## src/cfs_pkg.sv

```systemverilog
// Purpose: shared constants and types for the clock failure supervisor
// Assumes: one system clock at 25 MHz (40 ns period)
// Notes: loss window and guard widths are kept here so both modules agree
package cfs_pkg;
  localparam int CLK_PERIOD_NS = 40; // system clock period
  localparam int LOSS_TIME_NS = 400; // least silence on the oscillator that counts as a stop
  localparam int LOSS_CYCLES = (LOSS_TIME_NS + CLK_PERIOD_NS - 1) / CLK_PERIOD_NS; // rounded up
  localparam int LOSS_CNT_W = 8; // width of the silence counter
  localparam logic [LOSS_CNT_W-1:0] LOSS_LIMIT = LOSS_CNT_W'(LOSS_CYCLES); // silent cycles to trip
  localparam int GUARD_W = 12; // width of the guard down counter
  localparam logic [GUARD_W-1:0] GUARD_COUNT_RST = 12'h0fff; // guard counter after reset
  localparam logic [1:0] STRAP_WAIT = 2'h3; // cycles after release before the strap is taken

  // clock source of the system clock
  typedef enum logic {
    CFS_SRC_INT,
    CFS_SRC_EXT
  } cfs_src_t;

  // independent guard states
  typedef enum logic [1:0] {
    CFS_WD_IDLE,
    CFS_WD_RUN,
    CFS_WD_FIRED
  } cfs_wd_state_t;
endpackage : cfs_pkg

```

## src/cfs_guard_if.sv

```systemverilog
// Purpose: carrier between the supervisor top and its timeout guard
// Assumes: all signals live on clk_i
// Notes: ctl side is the top, core side is the guard counter
`timescale 1ns/1ns
interface cfs_guard_if;
  import cfs_pkg::*;
  logic tick; // one pulse per rising guard oscillator edge
  logic start; // software start pulse
  logic hw_start; // start pulse from the option strap
  logic refresh; // software refresh pulse
  logic [GUARD_W-1:0] reload; // reload value
  logic [GUARD_W-1:0] window; // refresh allowed only at or below this count
  logic [GUARD_W-1:0] count; // current count
  logic running; // guard counting
  logic fired; // guard has requested a device reset

  modport ctl (output tick, start, hw_start, refresh, reload, window, input count, running, fired);
  modport core (input tick, start, hw_start, refresh, reload, window, output count, running, fired);
endinterface : cfs_guard_if

```

## src/cfs_supervisor.sv

```systemverilog
// Purpose: clock failure supervisor: oscillator loss monitor plus independent timeout guard
// Assumes: ext_osc_clk_i and guard_clk_i are pins, sampled by two flip-flops on clk_i
// Notes: loss is seen as a run of sampled cycles with no level change on the oscillator
// Notes on behaviour
// - monitor enabled: watch external oscillator for stopping
// - on loss: oscillator off, system to internal
// - loss reported as non-maskable interrupt
// - guard resets device when refresh misses timeout
// - option strap starts guard after every reset
`timescale 1ns/1ns
module cfs_supervisor
  import cfs_pkg::*;
(
  input wire logic clk_i, // system clock, 25 MHz
  input wire logic rst_i, // async reset, active high
  input wire logic ext_osc_clk_i, // external fast oscillator pin
  input wire logic guard_clk_i, // guard oscillator pin
  input wire logic monitor_en_i, // clock security monitor enable level
  input wire logic osc_on_req_i, // pulse: switch the external oscillator on
  input wire logic select_ext_req_i, // pulse: move system clock to external oscillator
  input wire logic fail_clear_i, // pulse: clear the clock failure flag
  input wire logic hw_guard_opt_i, // option strap: start guard automatically
  input wire logic guard_start_i, // pulse: software start of the guard
  input wire logic guard_refresh_i, // pulse: guard refresh
  input wire logic [GUARD_W-1:0] guard_reload_i, // guard reload value
  input wire logic [GUARD_W-1:0] guard_window_i, // guard refresh window
  output logic ext_osc_on_o, // external oscillator enable
  output logic sys_clk_ext_o, // high: system clock from external oscillator
  output logic nmi_o, // non-maskable interrupt, level until cleared
  output logic guard_running_o, // guard is counting
  output logic [GUARD_W-1:0] guard_count_o, // guard count
  output logic device_reset_o // device reset request, held until rst_i
);
  import cfs_pkg::*;

  logic [2:0] ext_sync_r; // oscillator synchroniser plus one stage for edge compare
  logic [2:0] gclk_sync_r; // guard oscillator synchroniser plus edge stage
  logic [1:0] strap_sync_r; // strap synchroniser
  logic [1:0] strap_wait_r; // cycles since reset release
  logic strap_taken_r; // strap already captured
  logic strap_take; // capture cycle for the strap
  logic ext_edge; // oscillator level changed
  logic armed; // monitoring is live
  logic [LOSS_CNT_W-1:0] silent_r; // cycles without an oscillator edge
  logic loss_now; // loss detected this cycle
  logic osc_on_r; // oscillator enable
  cfs_src_t src_r; // current system clock source
  logic fail_r; // sticky failure flag driving the interrupt
  logic hw_start_r; // one-cycle guard start from the strap
  logic reset_r; // registered reset request

  cfs_guard_if gif ();

  // synchronisers: first stage is read only by the second
  always_ff @(posedge clk_i or posedge rst_i) begin
    if (rst_i) begin
      ext_sync_r <= 3'h0;
      gclk_sync_r <= 3'h0;
      strap_sync_r <= 2'h0;
    end else begin
      ext_sync_r <= {ext_sync_r[1:0], ext_osc_clk_i};
      gclk_sync_r <= {gclk_sync_r[1:0], guard_clk_i};
      strap_sync_r <= {strap_sync_r[0], hw_guard_opt_i};
    end
  end

  // edge from stages two and three; a fast oscillator may alias, but a stopped one never toggles
  assign ext_edge = ext_sync_r[2] ^ ext_sync_r[1];
  // a crystal that is switched off is silent on purpose, so the monitor only counts while it is powered
  assign armed = monitor_en_i && osc_on_r;
  assign loss_now = armed && !ext_edge && (silent_r == LOSS_LIMIT - 1'b1);

  // silence counter: cleared by every edge and while unarmed
  always_ff @(posedge clk_i or posedge rst_i) begin
    if (rst_i) begin
      silent_r <= '0;
    end else if (!armed || ext_edge) begin
      silent_r <= '0;
    end else if (silent_r != LOSS_LIMIT) begin
      silent_r <= silent_r + 1'b1;
    end
  end

  // oscillator enable: loss beats a simultaneous on request
  always_ff @(posedge clk_i or posedge rst_i) begin
    if (rst_i) begin
      osc_on_r <= 1'b0;
    end else if (loss_now) begin
      osc_on_r <= 1'b0;
    end else if (osc_on_req_i) begin
      osc_on_r <= 1'b1;
    end
  end

  // clock source: only an explicit reselect with the oscillator on moves it back
  always_ff @(posedge clk_i or posedge rst_i) begin
    if (rst_i) begin
      src_r <= CFS_SRC_INT;
    end else begin
      unique case (src_r)
        CFS_SRC_INT: begin
          if (!loss_now && select_ext_req_i && osc_on_r) begin
            src_r <= CFS_SRC_EXT;
          end
        end
        CFS_SRC_EXT: begin
          if (loss_now) begin
            src_r <= CFS_SRC_INT;
          end
        end
      endcase
    end
  end

  // failure flag: a loss in the clear cycle is kept
  always_ff @(posedge clk_i or posedge rst_i) begin
    if (rst_i) begin
      fail_r <= 1'b0;
    end else if (loss_now) begin
      fail_r <= 1'b1;
    end else if (fail_clear_i) begin
      fail_r <= 1'b0;
    end
  end

  // strap capture a few cycles after release, once the synchroniser holds the pin value
  assign strap_take = !strap_taken_r && (strap_wait_r == STRAP_WAIT);
  always_ff @(posedge clk_i or posedge rst_i) begin
    if (rst_i) begin
      strap_wait_r <= 2'h0;
      strap_taken_r <= 1'b0;
      hw_start_r <= 1'b0;
    end else begin
      if (strap_wait_r != STRAP_WAIT) begin
        strap_wait_r <= strap_wait_r + 1'b1;
      end
      if (strap_take) begin
        strap_taken_r <= 1'b1;
      end
      hw_start_r <= strap_take && strap_sync_r[1];
    end
  end

  // reset request registered so the output is a clean flop
  always_ff @(posedge clk_i or posedge rst_i) begin
    if (rst_i) begin
      reset_r <= 1'b0;
    end else if (gif.fired) begin
      reset_r <= 1'b1;
    end
  end

  // guard wiring; tick from rising edges of the synchronised guard oscillator
  assign gif.tick = gclk_sync_r[1] && !gclk_sync_r[2];
  assign gif.start = guard_start_i;
  assign gif.hw_start = hw_start_r;
  assign gif.refresh = guard_refresh_i; // software must leave slack in the window
  assign gif.reload = guard_reload_i;
  assign gif.window = guard_window_i;

  // the guard keeps its state in its own module, so the loss logic can never disturb its count
  cfs_guard u_guard (
    .clk_i(clk_i),
    .rst_i(rst_i),
    .g(gif.core)
  );

  // status outputs come from flops; the guard flags are decoded from its state register
  assign ext_osc_on_o = osc_on_r;
  assign sys_clk_ext_o = (src_r == CFS_SRC_EXT);
  assign nmi_o = fail_r;
  assign guard_running_o = gif.running;
  assign guard_count_o = gif.count;
  assign device_reset_o = reset_r;

  // checker helper: its own count of quiet armed cycles, so the loss checks do not lean on silent_r
  // a long repetition would be slow to check; a saturating count does the same job cheaply
  logic [LOSS_CNT_W-1:0] quiet_run_r; // consecutive armed cycles with no edge, saturating
  always_ff @(posedge clk_i or posedge rst_i) begin
    if (rst_i) begin
      quiet_run_r <= '0;
    end else if (!armed || ext_edge) begin
      quiet_run_r <= '0; // any edge or a disarm restarts the window
    end else if (quiet_run_r != LOSS_LIMIT) begin
      quiet_run_r <= quiet_run_r + 1'b1;
    end
  end
endmodule : cfs_supervisor

```

## src/cfs_guard.sv

```systemverilog
// Purpose: independent timeout guard counting ticks of its own oscillator
// Assumes: tick is already synchronised into clk_i
// Notes: once fired it holds until rst_i, which the reset it requests will assert
`timescale 1ns/1ns
module cfs_guard
  import cfs_pkg::*;
(
  input wire logic clk_i, // system clock
  input wire logic rst_i, // async reset, active high
  cfs_guard_if.core g // guard carrier
);
  import cfs_pkg::*;

  cfs_wd_state_t state_r; // guard state
  logic [GUARD_W-1:0] count_r; // down counter
  logic early; // refresh arrived above the window
  logic expire; // counter ran out on a tick

  assign early = g.refresh && (count_r > g.window);
  assign expire = g.tick && (count_r == '0);

  // state: idle until started, then run until a timeout or early refresh
  always_ff @(posedge clk_i or posedge rst_i) begin
    if (rst_i) begin
      state_r <= CFS_WD_IDLE;
    end else begin
      unique case (state_r)
        CFS_WD_IDLE: begin
          if (g.start || g.hw_start) begin
            state_r <= CFS_WD_RUN;
          end
        end
        CFS_WD_RUN: begin
          if (early || expire) begin
            state_r <= CFS_WD_FIRED;
          end
        end
        CFS_WD_FIRED: begin
          state_r <= CFS_WD_FIRED; // only a reset leaves here
        end
        default: begin
          state_r <= CFS_WD_FIRED; // illegal code: fail safe
        end
      endcase
    end
  end

  // counter: loads on start and in-window refresh, steps down on each guard tick while running
  always_ff @(posedge clk_i or posedge rst_i) begin
    if (rst_i) begin
      count_r <= GUARD_COUNT_RST;
    end else if (state_r == CFS_WD_IDLE && (g.start || g.hw_start)) begin
      count_r <= g.reload;
    end else if (state_r == CFS_WD_RUN && g.refresh && !early) begin
      count_r <= g.reload; // a slow main clock refreshes too late to get here
    end else if (state_r == CFS_WD_RUN && g.tick && count_r != '0) begin
      count_r <= count_r - 1'b1;
    end
  end

  assign g.count = count_r;
  assign g.running = (state_r == CFS_WD_RUN);
  assign g.fired = (state_r == CFS_WD_FIRED);
endmodule : cfs_guard

```

## config.mk

```make
export PLATFORM = sky130hd
export DESIGN_NAME = cfs_supervisor
export DESIGN_NICKNAME = d
export VERILOG_FILES = /design/src/cfs_pkg.sv /design/src/cfs_guard_if.sv /design/src/cfs_supervisor.sv /design/src/cfs_guard.sv
export SDC_FILE = /design/constraint.sdc
export NUM_CORES = 1
export LEC_CHECK = 0
export ABC_AREA = 1
export CAP_MARGIN = 25
export CORE_AREA = 2 2 77 79
export DETAILED_ROUTE_END_ITERATION = 10
export DIE_AREA = 0 0 79 81
export DONT_BUFFER_PORTS = 1
export SYNTH_ARGS = -nofsm -noshare
export SYNTH_HDL_FRONTEND = slang
export SYNTH_SLANG_ARGS = --single-unit
```

## constraint.sdc

```tcl
create_clock -name clk_i -period 2.3 [get_ports clk_i]
set_clock_uncertainty 0.1 [all_clocks]
set_input_delay 0.23 -clock clk_i [delete_from_list [all_inputs] [get_ports clk_i]]
set_output_delay 0.23 -clock clk_i [all_outputs]
set_load 0.02 [all_outputs]
```

# == After elaboration in Yosys (flattened, before gate mapping) ==
# Index checks and enable logic that the tools add are counted.
# word_totals
output_inout_bits,17
ff_bits,38
# op_classes
bitwise_logic,2
eq_ne,8
n_reduce_logical,32
n_addsub,3
n_lt_le_gt_ge,1
mux,15
# ops
cell,count
2-to-1 mux 12 bit,3
2-to-1 mux 8 bit,2
logical AND 1 bit,15
greater-than comparator 12 bit,1
logical NOT 12 bit,1
nonzero test 12 bit,1
subtractor 12 x 1 -> 12 bit (second input constant),1
adder 8 x 1 -> 8 bit (second input constant),1
equality test 8 x 4 -> 1 bit (second input constant),1
inequality test 8 x 4 -> 1 bit (second input constant),1
logical NOT 1 bit,6
2-to-1 mux 1 bit,6
nonzero test 2 bit,3
equality test 2 bit (second input constant),2
2-to-1 mux 2 bit,2
inequality test 2 bit (second input constant),2
one-hot mux 2 bit (2 select lines),1
logical OR 1 bit,3
nonzero test 3 bit,1
adder 2 x 1 -> 2 bit (second input constant),1
equality test 2 x 1 -> 1 bit (second input constant),1
logical NOT 2 bit,1
inequality test 2 x 1 -> 1 bit (second input constant),1
one-hot mux 1 bit (2 select lines),1
3 further kinds,3

# == Depth between registers and ports, before layout ==
# Gate-level depths: netlist of the first run.
# logic_depth
word_depth,9
mapped_depth,16
depth_no_buf,15

# == By module ==
# From an unflattened synthesis of the first run, not the netlist that was laid out.
# hier_totals
cells_unflattened,319
hier_area_um2,2422.3
# modules_own_cells
module,instances,seq_area_each_um2,cells_per_inst,area_each_um2
cfs_guard,1,365.4,210,1400.1
cfs_supervisor,1,600.6,109,1022.2

# == Worst setup path after synthesis of the first run ==
# OpenSTA, ideal clock, no wires.
# synth_path
path_kind,register to register
start,"register u_guard.count_r[11], in the netlist u_guard.g.count[11]"
end,"register u_guard.count_r[4], in the netlist u_guard.g.count[4]"
setup_time_ps,76
path_slack_ps,403
path_stages_with_launch,12
n_path_buf,1
arrival_time_ps,1721
path_cell_list,dfstp_2 -> ha_1 -> a21o_1 -> nor2_1 -> nand3_2 -> nand2_4 -> nand2_4 -> nand2_4 -> buf_6 -> nand2_1 -> nand2_1 -> nand2_1
# synth_between
elab_chain_cells,6
word_cells_on_any_way,9
cone_classes,order compare (1); mux (2); reduce/logical (6)
# synth_lines
element,line_no,source
from (decl),cfs_guard.sv:15,logic [GUARD_W-1:0] count_r;
from (signal assigned),cfs_guard.sv:53,count_r <= g.reload;
from (signal assigned),cfs_guard.sv:55,count_r <= g.reload;
from (signal assigned),cfs_guard.sv:57,count_r <= count_r - 1'b1;
greater-than comparator 12 bit,cfs_guard.sv:19,assign early = g.refresh && (count_r > g.window);
logical AND 1 bit,cfs_guard.sv:19,
logical NOT 1 bit,cfs_guard.sv:54,end else if (state_r == CFS_WD_RUN && g.refresh && !early) begin
logical AND 1 bit,cfs_guard.sv:54,
2-to-1 mux 12 bit,cfs_guard.sv:54,
2-to-1 mux 12 bit,cfs_guard.sv:52,end else if (state_r == CFS_WD_IDLE && (g.start || g.hw_start)) begin
# Several ways; a longest one is shown, not always the timed one.
# A chain may end at the register's enable or synchronous reset.

# == Final worst setup path of the first run ==
# layout_path
start,"register u_guard.count_r[0], in the netlist u_guard.g.count[0]"
end,"register u_guard.count_r[7], in the netlist u_guard.g.count[7]"
# Same word-level chain as after synthesis.

==> summary.md, run 1 <==
| Metric | Value |
|---|---|
| Outcome | complete, no violations |
| WP data required | 2430 ps |
| Cell area after synthesis | 2410 um2 |
| Cell Int Power | 0.00121 W |
| Post-synth top area share | 0.270 |
| Multi-input logic area | 1200 um2 |
| Total power | 0.00159 W |
| Total track usage | 0.174 |
| Die area | 6400 um2 |
| Sequential cell area | 966 um2 |
| Sw Share | 0.240 |
| First-pass DRT Iterations | 4 |
| Worst R2R Path Depth | 13 |
| Area Overhead vs Synth | 17.2% |
| Vias in the first global route | 1939 |
| Clock Path Buffers | 2 |
| Delay of the slowest critical-path stage | 610 ps |
| Endpoint of the worst register-to-register path | u_guard.g.count[7]$_DFFE_PP1P_ |
| Clock Power Share | 0.433 |
| NumNets Final | 381 |
| Fin. max-slew vios | 0 |
| Post-Place Cell Area | 2560 um2 |
| Fmax | 482 MHz |
| Worst Setup End Kind | register |
| Layout cells sized above 1 | 0.164 |
| Most numerous cell on the critical path | nand2_1 |
| CP max stage cell | dfstp_2 |
| Layout Cells excl Fill | 405 |
| CP Launch Type | register |
| Detailed Route WL | 4.98 mm |
| RSZ-0062 raised after global routing | no |
| Synth Area per Inst | 7.98 um2 |
| R2r startpoint | u_guard.g.count[0]$_DFFE_PP1P_ |
| VDD IR max | 0.330 mV |
| Die height | 81 um |
| Sequential fraction of the synthesis area | 0.401 |
| Post-DRT Antenna Nets | 0 |
| Final setup violation count | 0 |
| # placed instances | 384 |
| Gate Count Post-Synth | 302 |
| H-tree depth | 2 |
| Pleak | 1.38 nW |
| I/O pins | 52 |
| Hold endpoint | u_guard.g.count[7]$_DFFE_PP1P_ |
| Yosys cell types | 37 |
| CTS Buf Count | 5 |
| CP Data Arrival Time | 2200 ps |
| Die Width | 79 um |
| # diodes | 0 |
| Site Rows | 28 |
| Port Buf Inserts | 0 |
| Initial antenna violation count | 0 |
| First-pass GRT wire length | 8.68 mm |
| Final hold violation count | 0 |
| Leading area contributor after synthesis | dfrtp_1 |
| Post-CTS Hold Buffers | 13 |
| EDFF count, synth | 0 |
| Post-Syn Nets | 354 |
| Hold path depth | 4 |
| Maxcap violations | 0 |
| Via density | 4.85 |
| Psw | 0.000381 W |
| Hold path start | guard_reload_i[7] |
| Core area | 5680 um2 |
| Fill cell count | 562 |
| Clk slew on worst S/H paths | 80 ps |
| Post-CTS setup buffer count | 0 |
| CP Cell Sequence | inv_1 > ha_1 > nand2_1 > nor2_1 > nand2_1 > nand2_1 > inv_2 > nand2_4 > nand2_4 > nand2_4 > nand2_1 > nand2_1 > nand2_1 |
| Total Negative Setup Slacks | 0 ps |
| Post-CTS sizing | 0 |
| Worst Path Max Fanout | 23 |
| Fin crit period | 2070 ps |
| Power per Cell Area | 563 nW/um2 |
| Ranking of synthesized cells by area | dfrtp_1 (27%), dfstp_2 (13%), nand2_1 (11%) |
| Latest clock arrival within the worst-skew pair | 290 ps |
| #FFs+latches synth | 38 |
| Crit path kind | reg2reg |
| Top FF cell, synth | dfrtp_1 |
| HPWL Detailed | 3.75 mm |
| GP Congestion | 0.821 |
| Hold crit path type | in2reg |
| Fin util | 0.498 |
| Max-slew headroom | 0.588 |
| Combinational share of power | 0.117 |
| Register share of total power | 0.450 |
| Global route overflow | 0 |
| Worst slew pin tran | 615 ps |
| Drt drc | 0 |
| Initial Util | 0.424 |
| Via count | 1965 |
| Avg WL per Cell | 12.3 um |
| Largest net degree at the start of global routing | 39 |
| Iteration-0 DRC Markers | 109 |
| Final Cycle Share | 0.901 |
| Post-route cell area | 2820 um2 |
| Post-synth ARST share | 1.00 |
| R2r setup slk | 230 ps |
| CTS tree | yes |
| Sink Count | 38 |
| CTS Root Cell | clkbuf_8 |
| Ys Warns | 0 |
[metrics by stage]
stage | hold WS, ps | setup slack [ps]
floorplan | 161 | 403
global placement | 161 | 275
detailed placement | 161 | 245
CTS | 3.61 | 217
global route | 24.7 | 37.8
finish | 17.4 | 227
[state kept, by name, summed over array words and instances (netlist names)]
signal	flops
device_reset_o	1
ext_osc_on_o	1
ext_sync_r	3
gclk_sync_r	3
gif.hw_start	1
nmi_o	1
silent_r	8
strap_sync_r	2
strap_taken_r	1
strap_wait_r	2
sys_clk_ext_o	1
u_guard.g.count	12
u_guard.state_r	2
[cells by family after synthesis]
group | synth area share
flops | 0.401
xor+xnor | 0.0436
compound gates | 0.0447
simple gates | 0.319
fa+ha+maj | 0.0883
buf+inv | 0.0987
mux | 0.00467
[cells in the mapped netlist, types with 4 or more instances]
master / number
a21oi_1: 8
dfrtp_1: 26
dfstp_2: 12
ha_1: 17
inv_1: 48
nand2_1: 70
nand2_4: 4
nand3_1: 21
nand4_1: 13
nor2_1: 29
nor3_1: 5
xnor2_1: 7
xor2_1: 5
[metal layers]
metal	vias up	GRT usage	routed length [um]
met5	-	0	0
met4	0	0.0500	65
met3	9	0.0578	391
met2	61	0.287	2290
met1	888	0.218	2240
li1	1007	-	-
[worst max-delay path: cells and delay by family (launching register included)]
kind	cells	cell delay (ps)
adder cells (fa/ha/maj)	1	280
flip-flops	1	610
AND/OR/NAND/NOR	10	860
buffers and inverters	2	150
[cell usage in the layout (no fill, tap or decap), types with 3 or more instances in the layout]
cell type and instances:
xor2_1 5, or2_2 3, nand2_4 4, a21oi_1 8, clkbuf_8 5, ha_1 17
inv_1 48, nand2_1 70, buf_4 13, nor3_1 5, nand3_1 21, o21ai_1 3
dfrtp_1 26, xnor2_1 7, dfstp_2 12, dlygate4sd3_1 13, nand4_1 13, nor2_1 29
[worst max path at each step]
stage / startpoint / to / slack [ps] / cells after the start
2_1_floorplan: u_guard.g.count[11]$_DFFE_PP1P_ / u_guard.g.count[4]$_DFFE_PP1P_ / 400 / 11
3_3_place_gp: u_guard.g.count[1]$_DFFE_PP1P_ / u_guard.g.count[6]$_DFFE_PP1P_ / 280 / 13
3_5_place_dp: u_guard.g.count[1]$_DFFE_PP1P_ / u_guard.g.count[7]$_DFFE_PP1P_ / 240 / 13
4_1_cts: u_guard.g.count[0]$_DFFE_PP1P_ / u_guard.g.count[5]$_DFFE_PP1P_ / 220 / 13
5_1_grt: u_guard.g.count[0]$_DFFE_PP1P_ / u_guard.g.count[7]$_DFFE_PP1P_ / 40 / 13
6_report: u_guard.g.count[0]$_DFFE_PP1P_ / u_guard.g.count[7]$_DFFE_PP1P_ / 230 / 13
[layout make-up]
class / instances / area share
clock inverter: 3 / 0.0244
sequential: 38 / 0.342
inverter: 51 / 0.0687
timing repair buffer: 26 / 0.0806
tap: 75 / 0.0332
clock buffer: 5 / 0.0244
multi-input combinational: 207 / 0.427
[power groups by stage]
| stage | clock (W) | combinational, W | sequential [W] |
|---|---|---|---|
| global route | 0.000739 | 0.000215 | 0.000718 |
| finish | 0.000688 | 0.000186 | 0.000714 |
| global placement | 0 | 0.000165 | 0.000726 |
| floorplan | 0 | 0.000103 | 0.000745 |
| CTS | 0.000714 | 0.000189 | 0.000715 |
| detailed placement | 0 | 0.000170 | 0.000727 |
Power figures use the tool's default switching activity.
==> inputs of run 2 (changes only) <==
--- a/config.mk
+++ b/config.mk
@@ -11,6 +11,7 @@
 export DETAILED_ROUTE_END_ITERATION = 10
 export DIE_AREA = 0 0 79 81
 export DONT_BUFFER_PORTS = 1
+export PLACE_DENSITY_LB_ADDON = 0.2
 export SYNTH_ARGS = -nofsm -noshare
 export SYNTH_HDL_FRONTEND = slang
 export SYNTH_SLANG_ARGS = --single-unit
==> run 2 against run 1 <==
- count of clock-buffer cells in the layout unchanged
- fmax up 1.6%
- routed wire length increased by 0.72%
- utilization decreased by 0.40 points
- die area is the same
- clock power is 17% lower
- first-iteration DRC count decreased by 25%
- non-clock buffer count down 1
- sequential share of layout area rose by 0.27 points
- combinational power about the same
- register-to-register slack better by 30 ps
==> summary.md, run 2 (synthesized netlist as in run 1, its figures left out) <==
| Metric | Value |
|---|---|
| Worst Setup End Kind | register (unchanged) |
| Hold path start | guard_reload_i[9] (was guard_reload_i[7]) |
| # diodes | 0 (unchanged) |
| H-tree depth | 2 (unchanged) |
| Avg WL per Cell | 12.4 um (was 12.3 um) |
| Worst slew pin tran | 481 ps (was 615 ps) |
| Sw Share | 0.256 (was 0.240) |
| Pleak | 1.36 nW (was 1.38 nW) |
| Total Negative Setup Slacks | 0 ps (unchanged) |
| Busiest layer in global routing | met2 (unchanged) |
| Global route overflow | 0 (unchanged) |
| Max reg flops | 12 (unchanged) |
| Cell Int Power | 0.00110 W (was 0.00121 W) |
| Fin. max-slew vios | 0 (unchanged) |
| Worst Path Max Fanout | 23 (unchanged) |
| Total track usage | 0.171 (was 0.174) |
| Initial Util | 0.424 (unchanged) |
| HPWL Detailed | 3.71 mm (was 3.75 mm) |
| Iteration-0 DRC Markers | 82 (was 109) |
| Latest clock arrival within the worst-skew pair | 290 ps (about the same) |
| Post-route cell area | 2800 um2 (was 2820 um2) |
| Largest net degree at the start of global routing | 39 (unchanged) |
| Die height | 81 um (unchanged) |
| Setup ws final | 259 ps (was 227 ps) |
| Register share of total power | 0.485 (was 0.450) |
| CTS tree | yes (unchanged) |
| Final Cycle Share | 0.887 (was 0.901) |
| Pre-CTS WS | 225 ps (was 245 ps) |
| R2r startpoint | u_guard.g.count[1]$_DFFE_PP1P_ (was u_guard.g.count[0]$_DFFE_PP1P_) |
| Commonest non-fill, non-tap cells in the layout | nand2_1 (70), inv_1 (48), nor2_1 (29) (unchanged) |
| Power per Cell Area | 525 nW/um2 (was 563 nW/um2) |
| Via count | 1974 (was 1965) |
| CP Data Arrival Time | 2170 ps (was 2200 ps) |
| Outcome | complete, no violations (unchanged) |
| NumNets Final | 380 (was 381) |
| Die Width | 79 um (unchanged) |
| Layout Cells excl Fill | 404 (was 405) |
| Psw | 0.000376 W (was 0.000381 W) |
| First-pass GRT wire length | 8.47 mm (was 8.68 mm) |
| Clock Power Share | 0.389 (was 0.433) |
| Drt drc | 0 (unchanged) |
| Vias in the first global route | 1942 (was 1939) |
| CP Launch Type | register (unchanged) |
| Combinational share of power | 0.127 (was 0.117) |
| WP data required | 2430 ps (about the same) |
| Clk slew on worst S/H paths | 80 ps (about the same) |
| Post-Place Cell Area | 2550 um2 (was 2560 um2) |
| GR Util met3 | 0.0478 (was 0.0578) |
| Maxcap violations | 0 (unchanged) |
| Final setup violation count | 0 (unchanged) |
| Core area | 5680 um2 (unchanged) |
| Hold crit path type | in2reg (unchanged) |
| RSZ-0062 raised after global routing | no (unchanged) |
| Post-DRT Antenna Nets | 0 (unchanged) |
| CTS Root Cell | clkbuf_8 (unchanged) |
| Detailed Route WL | 5.02 mm (was 4.98 mm) |
| Final hold violation count | 0 (unchanged) |
| Max-slew headroom | 0.679 (was 0.588) |
| Crit path from | u_guard.g.count[1]$_DFFE_PP1P_ (was u_guard.g.count[0]$_DFFE_PP1P_) |
| Fin crit period | 2040 ps (was 2070 ps) |
| Initial antenna violation count | 0 (unchanged) |
| VDD IR max | 0.356 mV (was 0.330 mV) |
| Most common cell after layout, fill and taps aside | nand2_1 (unchanged) |
| Clock Path Buffers | 2 (unchanged) |
| I/O pins | 52 (unchanged) |
| First-pass DRT Iterations | 4 (unchanged) |
| Via density | 4.89 (was 4.85) |
| Area Overhead vs Synth | 16.3% (was 17.2%) |
| Layout cells sized above 1 | 0.161 (was 0.164) |
| GRT met2 Usage | 0.298 (was 0.287) |
| Crit path kind | reg2reg (unchanged) |
| Die area | 6400 um2 (unchanged) |
| Fmax | 490 MHz (was 482 MHz) |
| Sink Count | 38 (unchanged) |
| GP Congestion | 0.819 (was 0.821) |
| Site Rows | 28 (unchanged) |
| # placed instances | 383 (was 384) |
| R2r setup slk | 260 ps (was 230 ps) |
| GR Util met1 | 0.206 (was 0.218) |
| Fill cell count | 559 (was 562) |
| CTS Buf Count | 5 (unchanged) |
| Port Buf Inserts | 0 (unchanged) |
| Total power | 0.00147 W (was 0.00159 W) |
## run 2: changes by cell type in the layout (fill, tap and decap cells not counted)
cell / change
clkinvlp_4: +2
bufinv_16: -1
buf_4: -1
nand2_4: -1
nand2_8: +1
clkinv_4: -1
## run 2: repair_timing
action | in CTS | in global routing
setup buffers | 0 | 0
endpoints found under the hold margin | 38 | 0
gates resized for setup | 0 | 1
hold buffers | 13 | 0
endpoints found under the setup margin | 0 | 1
## run 2: worst paths after layout
kind	cells past startpoint	end
setup / recovery	13	u_guard.g.count[8]$_DFFE_PP1P_
min in group asynchronous	3	strap_sync_r[0]$_DFF_PP0_
max in group asynchronous	3	u_guard.g.count[7]$_DFFE_PP1P_
hold reg to reg	0	gclk_sync_r[1]$_DFF_PP0_
setup reg to reg	13	u_guard.g.count[8]$_DFFE_PP1P_
hold / removal	4	u_guard.g.count[9]$_DFFE_PP1P_
## run 2: critical path, stage by stage, from the launching register on
cell and delay, ps:
dfstp_2 640, ha_1 280, nand2_1 70, nand2_1 40
nand2_1 50, nand2_1 40, nand2_1 60, nand3_2 90
nand2_4 90, nand2_4 160, nand2_8 160, nand2_1 60
nand2_1 60, nand2_1 50
## run 2: power groups by stage
| stage | combinational (W) | clock (W) | sequential, W |
|---|---|---|---|
| 3_5_place_dp | 0.000170 | 0 | 0.000726 |
| 3_3_place_gp | 0.000167 | 0 | 0.000726 |
| 4_1_cts | 0.000188 | 0.000595 | 0.000714 |
| 6_report | 0.000186 | 0.000572 | 0.000713 |
| 5_1_grt | 0.000212 | 0.000618 | 0.000717 |
| 2_1_floorplan | 0.000103 | 0 | 0.000745 |
## run 2: area by class of cell
type	count	area, um2	share of cell area
sequential	38	966	0.345
clock buffer	5	68.8	0.0246
clock inverter	3	45.0	0.0161
inverter	51	194	0.0692
timing repair buffer	25	220	0.0786
multi-input combinational	207	1210	0.433
tap	75	93.8	0.0335
## run 2: per-stage QoR
step / util / hold slack, ps
2_1_floorplan: - / 161
3_3_place_gp: 0.449 / 161
3_5_place_dp: 0.449 / 161
4_1_cts: 0.492 / 1.36
5_1_grt: 0.494 / 17.8
6_report: 0.494 / 13.7
## run 2: layer usage
metal / share of wire / vias up
li1: - / 1005
met1: 0.46 / 905
met2: 0.47 / 57
met3: 0.063 / 7
met4: 0.013 / 0
met5: 0 / -
